`src/rtl/tcc_pkg.sv`:
```
// Behaviour
// - A comparator runs only while its on bit 15 is set.
// - Bit 14 set, with on bit 15 set, drives the result onto the unit's result pin.
// - Bit 13 inverts the result before bit, pin and event logic.
// - Bit 9 is set on the chosen edge and blocks further events until cleared.
// - Read-only bit 8 shows positive above negative, reversed when inverted.
// - Edge select 11 raises an event on any output change while flag clear.
// - Edge select 10: falling output edge, or rising when inverted.
// - Edge select 01: rising output edge, or falling when inverted.
// - Edge select 00 raises no trigger, event or interrupt.
// - Bit 4 picks ladder level or pin A for the positive input.
// - Two-bit field picks pin B, C, D or half band-gap for negative input.
// - Idle stop bit 15 of status keeps units running but silences interrupts in idle.
// - Status bits 10, 9, 8 copy event flags of units 3, 2, 1.
// - Status bits 2, 1, 0 copy result bits of units 3, 2, 1.
// - Ladder control bit 7 powers the reference generator.
// - Ladder bit 6 connects the reference level to its pin.
// - Ladder bit 5 picks 1/24 steps from zero or 1/32 steps from a quarter.
// - Ladder bit 4 takes span from reference pins or analog supply.
// - Ladder bits 3-0 pick one of 16 taps scaling the step.
// - Ladder upper byte and unimplemented comparator bits ignore writes, read zero.
package tcc_pkg;
  localparam int TCC_UNITS = 3;
  localparam logic [7:0] TCC_ADDR_CMP1 = 8'h00;
  localparam logic [7:0] TCC_ADDR_CMP2 = 8'h04;
  localparam logic [7:0] TCC_ADDR_CMP3 = 8'h08;
  localparam logic [7:0] TCC_ADDR_STAT = 8'h0c;
  localparam logic [7:0] TCC_ADDR_LADDER = 8'h10;
  // Comparator control field positions
  localparam int TCC_B_ON = 15;
  localparam int TCC_B_PIN = 14;
  localparam int TCC_B_INV = 13;
  localparam int TCC_B_EVT = 9;
  localparam int TCC_B_RES = 8;
  localparam int TCC_B_EDGE = 6;
  localparam int TCC_B_POS = 4;
  localparam int TCC_B_NEG = 0;
  // Status field positions
  localparam int TCC_B_IDLE = 15;
  localparam int TCC_B_EVCOPY = 8;
  localparam int TCC_B_RESCOPY = 0;
  // Ladder field positions
  localparam int TCC_B_LPWR = 7;
  localparam int TCC_B_LPIN = 6;
  localparam int TCC_B_LRANGE = 5;
  localparam int TCC_B_LSRC = 4;
  localparam int TCC_B_LTAP = 0;
  // Writable masks
  localparam logic [15:0] TCC_CMP_WMASK = 16'he2d3;
  localparam logic [15:0] TCC_STAT_WMASK = 16'h8000;
  localparam logic [15:0] TCC_LADDER_WMASK = 16'h00ff;
  // Reset values
  localparam logic [15:0] TCC_CMP_RESET = 16'h0000;
  localparam logic [15:0] TCC_LADDER_RESET = 16'h0000;
  localparam logic TCC_IDLE_RESET = 1'b0;
  // Edge select codes
  typedef enum logic [1:0] {
    TCC_EDGE_NONE = 2'b00,
    TCC_EDGE_RISE = 2'b01,
    TCC_EDGE_FALL = 2'b10,
    TCC_EDGE_ANY = 2'b11
  } tcc_edge_e;
  // APB request bundle
  typedef struct packed {
    logic sel;
    logic enable;
    logic write;
    logic [7:0] addr;
    logic [31:0] wdata;
  } tcc_apb_req_s;
  // Whole block state
  typedef struct packed {
    logic [TCC_UNITS-1:0][15:0] ctrl;
    logic idle_stop;
    logic [15:0] ladder;
    logic [TCC_UNITS-1:0] prev_res;
    logic [TCC_UNITS-1:0] trig;
    logic [TCC_UNITS-1:0] irq;
    logic [TCC_UNITS-1:0] pin_drive_n;
    logic [TCC_UNITS-1:0] pin_level;
    logic ready;
    logic slverr;
    logic [31:0] rdata;
  } tcc_state_s;
endpackage : tcc_pkg

```
`src/rtl/tcc_top.sv`:
```
// Chosen here: the APB slave port and the register addresses.
`timescale 1ns/100ps
module tcc_top
  import tcc_pkg::*;
(
  input wire logic CLK,
  input wire logic RSTN,
  input wire logic PSEL,
  input wire logic PENABLE,
  input wire logic PWRITE,
  input wire logic [7:0] PADDR,
  input wire logic [31:0] PWDATA,
  output logic [31:0] PRDATA,
  output logic PREADY,
  output logic PSLVERR,
  input wire logic [2:0] RAW_RESULT,
  input wire logic IDLE_MODE,
  output logic [2:0] COMPARATOR_ON,
  output logic [2:0] POSITIVE_INPUT_SELECT,
  output logic [5:0] NEGATIVE_INPUT_SELECT,
  output logic [2:0] RESULT_PIN,
  output logic [2:0] RESULT_PIN_OE_N,
  output logic [2:0] EVENT_TRIGGER,
  output logic [2:0] EVENT_IRQ,
  output logic LADDER_POWER_ON,
  output logic LADDER_PIN_ENABLE,
  output logic LADDER_RANGE_SELECT,
  output logic LADDER_SOURCE_SELECT,
  output logic [3:0] LADDER_TAP_CODE
);
  tcc_state_s st;
  tcc_state_s next_st;
  tcc_apb_req_s req;
  logic [15:0] stat_view;
  logic do_write;
  logic do_read;

  // Bus request bundle
  assign req = '{sel: PSEL, enable: PENABLE, write: PWRITE, addr: PADDR, wdata: PWDATA};

  // Status view built from unit state
  always_comb begin
    stat_view = 16'h0000;
    stat_view[TCC_B_IDLE] = st.idle_stop;
    for (int u = 0; u < TCC_UNITS; u++) begin
      stat_view[TCC_B_EVCOPY + u] = st.ctrl[u][TCC_B_EVT];
      stat_view[TCC_B_RESCOPY + u] = st.ctrl[u][TCC_B_RES];
    end
  end

  // Access phase qualifiers
  assign do_write = req.sel & req.enable & st.ready & req.write;
  assign do_read = req.sel & req.enable & ~st.ready & ~req.write;

  // Next state
  always_comb begin
    logic res;
    logic rise;
    logic fall;
    logic hit;
    logic [1:0] edge_sel;
    next_st = st;
    res = 1'b0;
    rise = 1'b0;
    fall = 1'b0;
    hit = 1'b0;
    edge_sel = 2'b00;
    // One wait state, answer in second access cycle
    next_st.ready = req.sel & req.enable & ~st.ready;
    next_st.slverr = 1'b0;
    if (req.sel & req.enable & ~st.ready) begin
      case (req.addr)
        TCC_ADDR_CMP1, TCC_ADDR_CMP2, TCC_ADDR_CMP3, TCC_ADDR_STAT, TCC_ADDR_LADDER: next_st.slverr = 1'b0;
        default: next_st.slverr = 1'b1;
      endcase
    end
    if (do_read) begin
      case (req.addr)
        TCC_ADDR_CMP1: next_st.rdata = {16'h0000, st.ctrl[0] & (TCC_CMP_WMASK | 16'h0100)};
        TCC_ADDR_CMP2: next_st.rdata = {16'h0000, st.ctrl[1] & (TCC_CMP_WMASK | 16'h0100)};
        TCC_ADDR_CMP3: next_st.rdata = {16'h0000, st.ctrl[2] & (TCC_CMP_WMASK | 16'h0100)};
        TCC_ADDR_STAT: next_st.rdata = {16'h0000, stat_view};
        TCC_ADDR_LADDER: next_st.rdata = {16'h0000, st.ladder & TCC_LADDER_WMASK};
        default: next_st.rdata = 32'h00000000;
      endcase
    end
    // Register writes, unimplemented bits kept at zero
    if (do_write) begin
      case (req.addr)
        TCC_ADDR_CMP1: next_st.ctrl[0] = (req.wdata[15:0] & TCC_CMP_WMASK) | (st.ctrl[0] & 16'h0100);
        TCC_ADDR_CMP2: next_st.ctrl[1] = (req.wdata[15:0] & TCC_CMP_WMASK) | (st.ctrl[1] & 16'h0100);
        TCC_ADDR_CMP3: next_st.ctrl[2] = (req.wdata[15:0] & TCC_CMP_WMASK) | (st.ctrl[2] & 16'h0100);
        TCC_ADDR_STAT: next_st.idle_stop = req.wdata[TCC_B_IDLE];
        TCC_ADDR_LADDER: next_st.ladder = req.wdata[15:0] & TCC_LADDER_WMASK;
        default: next_st.ladder = st.ladder;
      endcase
    end
    // Per unit result, pin and event logic
    for (int u = 0; u < TCC_UNITS; u++) begin
      res = st.ctrl[u][TCC_B_ON] & (RAW_RESULT[u] ^ st.ctrl[u][TCC_B_INV]);
      next_st.ctrl[u][TCC_B_RES] = res;
      next_st.pin_level[u] = res;
      next_st.pin_drive_n[u] = ~(st.ctrl[u][TCC_B_ON] & st.ctrl[u][TCC_B_PIN]);
      next_st.prev_res[u] = st.ctrl[u][TCC_B_RES];
      rise = st.ctrl[u][TCC_B_RES] & ~st.prev_res[u];
      fall = ~st.ctrl[u][TCC_B_RES] & st.prev_res[u];
      edge_sel = st.ctrl[u][TCC_B_EDGE +: 2];
      case (edge_sel)
        TCC_EDGE_ANY: hit = rise | fall;
        TCC_EDGE_FALL: hit = st.ctrl[u][TCC_B_INV] ? rise : fall;
        TCC_EDGE_RISE: hit = st.ctrl[u][TCC_B_INV] ? fall : rise;
        TCC_EDGE_NONE: hit = 1'b0;
        default: hit = 1'b0;
      endcase
      hit = hit & st.ctrl[u][TCC_B_ON] & ~st.ctrl[u][TCC_B_EVT];
      // A set flag blocks hits, so a same-cycle software clear wins and the edge is lost
      if (hit) begin
        next_st.ctrl[u][TCC_B_EVT] = 1'b1;
      end
      next_st.trig[u] = hit;
      next_st.irq[u] = hit & ~(st.idle_stop & IDLE_MODE);
    end
  end

  // State register, synchronous reset
  always_ff @(posedge CLK) begin
    if (!RSTN) begin
      st.ctrl <= {TCC_UNITS{TCC_CMP_RESET}};
      st.idle_stop <= TCC_IDLE_RESET;
      st.ladder <= TCC_LADDER_RESET;
      st.prev_res <= '0;
      st.trig <= '0;
      st.irq <= '0;
      st.pin_drive_n <= '1;
      st.pin_level <= '0;
      st.ready <= 1'b0;
      st.slverr <= 1'b0;
      st.rdata <= 32'h00000000;
    end else begin
      st <= next_st;
    end
  end

  // Outputs straight from state flops
  assign PRDATA = st.rdata;
  assign PREADY = st.ready;
  assign PSLVERR = st.slverr;
  assign EVENT_TRIGGER = st.trig;
  assign EVENT_IRQ = st.irq;
  assign RESULT_PIN = st.pin_level;
  assign RESULT_PIN_OE_N = st.pin_drive_n;
  assign LADDER_POWER_ON = st.ladder[TCC_B_LPWR];
  assign LADDER_PIN_ENABLE = st.ladder[TCC_B_LPIN];
  assign LADDER_RANGE_SELECT = st.ladder[TCC_B_LRANGE];
  assign LADDER_SOURCE_SELECT = st.ladder[TCC_B_LSRC];
  assign LADDER_TAP_CODE = st.ladder[TCC_B_LTAP +: 4];

  // Unit control fields out to the analog muxes
  always_comb begin
    COMPARATOR_ON = '0;
    POSITIVE_INPUT_SELECT = '0;
    NEGATIVE_INPUT_SELECT = '0;
    for (int u = 0; u < TCC_UNITS; u++) begin
      COMPARATOR_ON[u] = st.ctrl[u][TCC_B_ON];
      POSITIVE_INPUT_SELECT[u] = st.ctrl[u][TCC_B_POS];
      NEGATIVE_INPUT_SELECT[2*u +: 2] = st.ctrl[u][TCC_B_NEG +: 2];
    end
  end
endmodule : tcc_top

```
`config.mk`:
```
export PLATFORM = sky130hd
export DESIGN_NAME = tcc_top
export DESIGN_NICKNAME = d
export VERILOG_FILES = /design/src/rtl/tcc_pkg.sv /design/src/rtl/tcc_top.sv
export SDC_FILE = /design/constraint.sdc
export NUM_CORES = 1
export LEC_CHECK = 0
export ABC_CLOCK_PERIOD_IN_PS = 3000
export BUFFER_PORTS_ARGS = -buffer_cell sky130_fd_sc_hd__buf_2
export CELL_PAD_IN_SITES_DETAIL_PLACEMENT = 1
export CELL_PAD_IN_SITES_GLOBAL_PLACEMENT = 1
export CORE_UTILIZATION = 42
export CTS_BUF_LIST = sky130_fd_sc_hd__clkbuf_4 sky130_fd_sc_hd__clkbuf_8
export DETAILED_ROUTE_END_ITERATION = 8
export PLACE_DENSITY_LB_ADDON = 0.05
export SLEW_MARGIN = 20
export SYNTH_ARGS = -nofsm -noshare
export SYNTH_HDL_FRONTEND = slang
export SYNTH_SLANG_ARGS = --single-unit
```
`constraint.sdc`:
```
create_clock -name CLK -period 3 [get_ports CLK]
set_input_delay 0.15 -clock CLK [delete_from_list [all_inputs] [get_ports CLK]]
set_output_delay 0.15 -clock CLK [all_outputs]
set_load 0.005 [all_outputs]
```
==> results of run 1 <==
==> critical path: stages, from the launching register on <==
cell and delay, ns:
dfxtp_1 0.37, and4_1 0.55, nand4_1 0.17, buf_4 0.24, mux2_4 0.31, a21o_1 0.17
==> where the power goes <==
group | total, mW | internal, mW | switching, mW | leakage (nW)
logic | 0.0928 | 0.0356 | 0.0572 | 1.09
clock network | 0.685 | 0.305 | 0.380 | 0.0900
registers | 0.892 | 0.891 | 0.00116 | 0.540
total | 1.67 | 1.23 | 0.438 | 1.72
==> per-stage QoR <==
stage	hold WS [ns]	instance area, um^2	power [mW]	utilization [%]
final	0.04829	3709	1.670	47.26
after global routing	0.07145	3709	1.739	47.26
after CTS	0.006270	3699	1.687	47.13
after detailed placement	0.3818	3522	1.004	44.88
after global placement	0.3720	3522	1.004	44.88
after floorplan	0.2587	3521	0.9796	-
==> cell families (layout without fill, tap and decap cells) <==
kind of cell             after synthesis  after routing
AO/OA/AOI/OAI                         44             44
XOR/XNOR                               3              3
adder cells (fa/ha/maj)                6              6
buffers and inverters                 84            105
flip-flops                            67             67
multiplexers                          44             44
other                                  1             18
AND/OR/NAND/NOR                      114            114
==> worst paths after layout <==
check,start,end
min reg2reg,st[80],RESULT_PIN_OE_N[0]
min,RAW_RESULT[1],RESULT_PIN[1]
max,PREADY,st[91]
max reg2reg,PREADY,st[91]
==> area by class of cell <==
| cell class | count | share of cell area [%] |
|---|---|---|
| flip-flops and latches | 67 | 36.17 |
| multi-input cells | 229 | 43.49 |
| inverters | 8 | 0.8097 |
| repair buffers | 81 | 11.34 |
| well taps | 102 | 3.441 |
| clock inverters | 7 | 1.417 |
| clock buffers | 9 | 3.340 |
==> layer usage <==
metal / GRT usage (%) / wire length (um)
met3: 3.530 / 295
met2: 32.47 / 3853
met5: 0 / 0
met1: 26.78 / 4014
met4: 6.538 / 91
==> repair_timing <==
item / 4_1_cts / 5_1_grt
endpoints found under the hold margin: 0 / 1
buffers inserted: 0 / 0
hold buffers: 0 / 1
==> placed cells by master, fill, tap and decap left out, types with 3 or more instances in the layout <==
cell type  instances
buf_2             76
dfxtp_1           67
mux2i_1           31
nor2b_1           28
nand2_1           27
nand3_1           24
conb_1            18
a21boi_0          13
o21ai_0           10
clkbuf_8           9
inv_1              8
a21oi_1            8
nor2_1             7
nand4_1            6
mux2_2             6
and2_1             6
ha_1               6
mux4_2             4
nand3b_1           4
buf_4              4
mux2_4             3
o211ai_1           3
a211oi_1           3
a21o_1             3
xnor2_1            3
o2bb2ai_1          3
==> registers in the layout, indices dropped and copies added, names as in the netlist, 2 cells and up <==
name / flops
EVENT_IRQ: 3
LADDER_TAP_CODE: 4
RESULT_PIN_OE_N: 3
NEGATIVE_INPUT_SELECT: 6
COMPARATOR_ON: 3
EVENT_TRIGGER: 3
st: 19
PRDATA: 14
RESULT_PIN: 2
POSITIVE_INPUT_SELECT: 3
==> flow_metrics.tcl, run 1 <==
set metrics [dict create \
    grt_max_degree 35 \
    r2r_setup_slack_ns 1.10 \
    drt_iter0_drc 60 \
    fillCellCount 945 \
    rsz0062_at_grt "false" \
    antenna_found_initial 0 \
    yosysUniqueCellTypes 38 \
    core_area_um2 7848 \
    dieHeight_um 92.73 \
    grt.overflow.total 0 \
    clock_skew_ns 0.01341 \
    synth_area_leaders "dfxtp_1 (39%), buf_4 (13%), mux2i_1 (9.0%), nor2b_1 (5.1%), nand3_1 (3.5%)" \
    hold_viol_final 0 \
    hpwl_mm 6.058 \
    ys_top_cells_by_count "dfxtp_1 (67), buf_4 (60), mux2i_1 (31)" \
    endpoint_kind "register" \
    rows 32 \
    stdcell_count 503 \
    cts-root-buf "clkbuf_8" \
    crit_type "reg -> reg" \
    firstDrtPassIters 4 \
    drive_gt1_share_pct 27.93 \
    dieArea_um2 8598 \
    cts_resized 0 \
    htree_num_levels 3 \
    synth_simple_gate_area_share_pct 18.53 \
    drc_errors 0 \
    clockBufferDepth 2 \
    syn_inst 363 \
    synth_top_family_by_area "simple AND/OR/NAND/NOR gates" \
    synth_area_per_cell_um2 9.524 \
    synth_most_common_cell "dfxtp_1" \
    p_leak_nw 1.721 \
    grt.total_usage_pct 19.99 \
    clock-sinks 67 \
    synth_area_um2 3457 \
    worst-path-max-fanout 13 \
    vias 2501 \
    critPathArrivalTime_ns 2.15 \
    avgRoutedWirePerCell_um 16.41 \
    synth-edff-count 0 \
    setup_viol 0 \
    layout_worst_path_cycle_share_pct 63.40 \
    place_inst 486 \
    yosysTopAreaCellShare_pct 38.80 \
    cts_buffers 9 \
    syn_to_final_growth_pct 7.275 \
    max_freq_mhz 525.8 \
    path_clk_slew_ns 0.09 \
    synth_seq_cells 67 \
    via_per_inst 4.972 \
    synth_xor_area_share_pct 0.7600 \
    multi_input_area_um2 1613 \
    status "finished clean" \
    place_ws_ns 1.090 \
    grt_pass1_wl_mm 13.03 \
    drt-total-wl_mm 8.254 \
    n_antenna_cell 0 \
    irDropWorstVdd_v 0.0002148 \
    routabilityCongestion 0.7582 \
    antenna_left 0 \
    nNetsFinal 451 \
    final_max_slew_viol_count 0 \
    initial_utilization_pct 44.05 \
    yosys.area.top_type "dfxtp_1" \
    hold_path.class "in -> reg" \
    fin_setup_tns_ns 0 \
    async_flop_share_pct 0 \
    relSlewSlack_pct 61.55 \
    grt_pass1_vias 2448 \
    ios 115 \
    synth_mux_area_share_pct 14.84 \
    clk_latency_ns 0.35 \
    synth_fa_ha_area_share_pct 2.172 \
    tightest_slew_ns 0.5767 \
    setup_ws_ns 1.098 \
    synth_compound_area_share_pct 8.397 \
    synth-main-ff-cell "dfxtp_1" \
    whs_path_depth 3 \
    max_cap_viol_count 0 \
    min_period_ns 1.902 \
    seq_area_frac_synth_pct 38.80 \
    yosysWarnings 0 \
    cts_tree "yes" \
    port_buffers 76 \
    reg2reg_depth 5 \
    ff_latch_area_um2 1341 \
    critPathLaunchType "register" \
    required_ns 3.25 \
    power_density_nw_per_um2 450.2 \
    die_w_um 92.73 \
]
No activity file was read; power rests on OpenSTA's default activity.
==> run 2, diff against run 1 <==
--- a/config.mk
+++ b/config.mk
@@ -5,11 +5,11 @@
 export SDC_FILE = /design/constraint.sdc
 export NUM_CORES = 1
 export LEC_CHECK = 0
-export ABC_CLOCK_PERIOD_IN_PS = 3000
+export ABC_CLOCK_PERIOD_IN_PS = 1820
 export BUFFER_PORTS_ARGS = -buffer_cell sky130_fd_sc_hd__buf_2
 export CELL_PAD_IN_SITES_DETAIL_PLACEMENT = 1
 export CELL_PAD_IN_SITES_GLOBAL_PLACEMENT = 1
-export CORE_UTILIZATION = 42
+export CORE_UTILIZATION = 39
 export CTS_BUF_LIST = sky130_fd_sc_hd__clkbuf_4 sky130_fd_sc_hd__clkbuf_8
 export DETAILED_ROUTE_END_ITERATION = 8
 export PLACE_DENSITY_LB_ADDON = 0.05
==> constraint.sdc (replaced) <==
create_clock -name CLK -period 1.82 [get_ports CLK]
set_input_delay 0.091 -clock CLK [delete_from_list [all_inputs] [get_ports CLK]]
set_output_delay 0.091 -clock CLK [all_outputs]
set_load 0.005 [all_outputs]
==> run 2 against run 1 <==
Effect of this change: die area rose by 7.5%; clock power rose by 84%; via count rose by 2.1%; worst hold slack got worse by 0.031 ns; cell count rose by 3.8%; largest power group unchanged; clock-buffer cell count rose by 1; flip-flop and latch count did not move; fmax rose by 15%; critical endpoint is now st[75].
==> flow_metrics.tcl, run 2 (synthesis gave the netlist of run 1 again) <==
set metrics [dict create \
    status "finished clean" \
    max_freq_mhz 602.6 \
    fillCellCount 1017 \
    r2r-end "st[75]" \
    worstPathCellList "and4_1 > nand4_1 > mux2_4 > a21o_1" \
    critPathLaunchType "register" \
    dieArea_um2 9245 \
    rows 33 \
    clockBufferDepth 2 \
    drive_gt1_share_pct 30.22 \
    clk_latency_ns 0.35 \
    power_density_nw_per_um2 748.8 \
    rsz0062_at_grt "false" \
    critPathArrivalTime_ns 1.90 \
    port_buffers 76 \
    layout_common_cells "buf_2 (76), dfxtp_1 (67), mux2i_1 (31), nor2b_1 (28), nand2_1 (27)" \
    final_max_slew_viol_count 0 \
    antenna_found_initial 0 \
    cp_slowest_stage_delay_ns 0.47 \
    hold_path.class "in -> reg" \
    firstDrtPassIters 5 \
    power.total_mw 2.899 \
    reg2reg_depth 4 \
    path_clk_slew_ns 0.07 \
    drt-total-wl_mm 8.643 \
    grt_max_degree 23 \
    clock_skew_ns 0.008485 \
    grt.total_usage_pct 19.90 \
    core_area_um2 8382 \
    syn_to_final_growth_pct 11.98 \
    required_ns 2.06 \
    hold_slack_ns 0.01689 \
    cts_buffers 9 \
    grt.overflow.total 0 \
    nNetsFinal 467 \
    routabilityCongestion 0.7282 \
    antenna_left 0 \
    r2r-start "PREADY" \
    post-cts-setup-buffers 0 \
    worst-path-max-fanout 9 \
    irDropWorstVdd_v 0.0003871 \
    via_per_inst 4.893 \
    crit_type "reg -> reg" \
    p_leak_nw 1.812 \
    r2r_setup_slack_ns 0.16 \
    vias 2554 \
    endpoint "st[75]" \
    grt_pass1_wl_mm 13.48 \
    layout_worst_path_cycle_share_pct 91.19 \
    drt_iter0_drc 88 \
    cp.depth 4 \
    hp-start "PWDATA[2]" \
    largest_reg_flops 19 \
    grt_pass1_vias 2537 \
    cts_tree "yes" \
    top_register "st" \
    min_period_ns 1.660 \
    startpoint "PREADY" \
    hold_viol_final 0 \
    die_w_um 96.15 \
    n_antenna_cell 0 \
    drc_errors 0 \
    initial_utilization_pct 41.24 \
    multi_input_area_um2 1618 \
    htree_num_levels 3 \
    endpoint_kind "register" \
    clock-sinks 67 \
    crit_slowest_cell "and4_1" \
    final_common_cell "buf_2" \
    ios 115 \
    cp_num_buf_inv 0 \
    setup_viol 0 \
    avgRoutedWirePerCell_um 16.56 \
    cts-root-buf "clkbuf_8" \
    ff_latch_area_um2 1341 \
    hpwl_mm 6.516 \
    dieHeight_um 96.15 \
    max_cap_viol_count 0 \
    cp_top_family "simple AND/OR/NAND/NOR gates" \
    fin_setup_tns_ns 0 \
]
[run 2: metal layers]
layer / track usage [%] / vias up / wire length, um
li1: - / 1269 / -
met1: 27.31 / 1220 / 4308
met2: 31.21 / 56 / 3893
met3: 4.186 / 9 / 348
met4: 5.970 / 0 / 93
met5: 0 / - / 0
[run 2: cell type report]
type,count,share of cell area (%)
Multi-Input combinational cell,229,41.79
Sequential cell,67,34.65
Timing Repair Buffer,97,14.16
Clock buffer,10,3.555
Tap cell,105,3.394
Clock inverter,6,1.681
Inverter,8,0.7757
[run 2: power breakdown]
part	switching [mW]	internal [mW]	total [mW]	leakage, nW
registers	0.00196	1.47	1.47	0.540
logic	0.0991	0.0692	0.168	1.17
clock network	0.591	0.669	1.26	0.102
[run 2: how the worst min path moves through the flow]
| stage | endpoint | slack (ns) | cells after the start |
|---|---|---|---|
| 4_1_cts | LADDER_TAP_CODE[2] | 0.004 | 3 |
| 3_3_place_gp | EVENT_IRQ[0] | 0.31 | 2 |
| 6_report | LADDER_TAP_CODE[2] | 0.02 | 3 |
| 5_1_grt | LADDER_TAP_CODE[3] | 0.03 | 3 |
| 3_5_place_dp | EVENT_IRQ[0] | 0.32 | 2 |
| 2_1_floorplan | EVENT_IRQ[0] | 0.20 | 1 |
[run 2: tightest hold or removal path, delay by kind of cell]
kind	cells	cell delay (ns)
buf+inv	1	0.10
compound gates	1	0.07
simple gates	1	0.05
[run 2: what timing repair did]
action,CTS,global route
resized for setup,0,1
hold buffers,4,0
hold endpoints to repair,6,0
setup endpoints to repair,0,1
[run 2: per-stage QoR]
step	cells	area, um^2	setup WS, ns	utilization [%]
3_5_place_dp	502	3623	0.09418	43.23
4_1_cts	522	3866	0.06372	46.13
3_3_place_gp	502	3623	0.1828	43.23
6_report	522	3871	0.1604	46.19
5_1_grt	522	3871	0.04236	46.19
2_1_floorplan	380	3521	0.3856	-
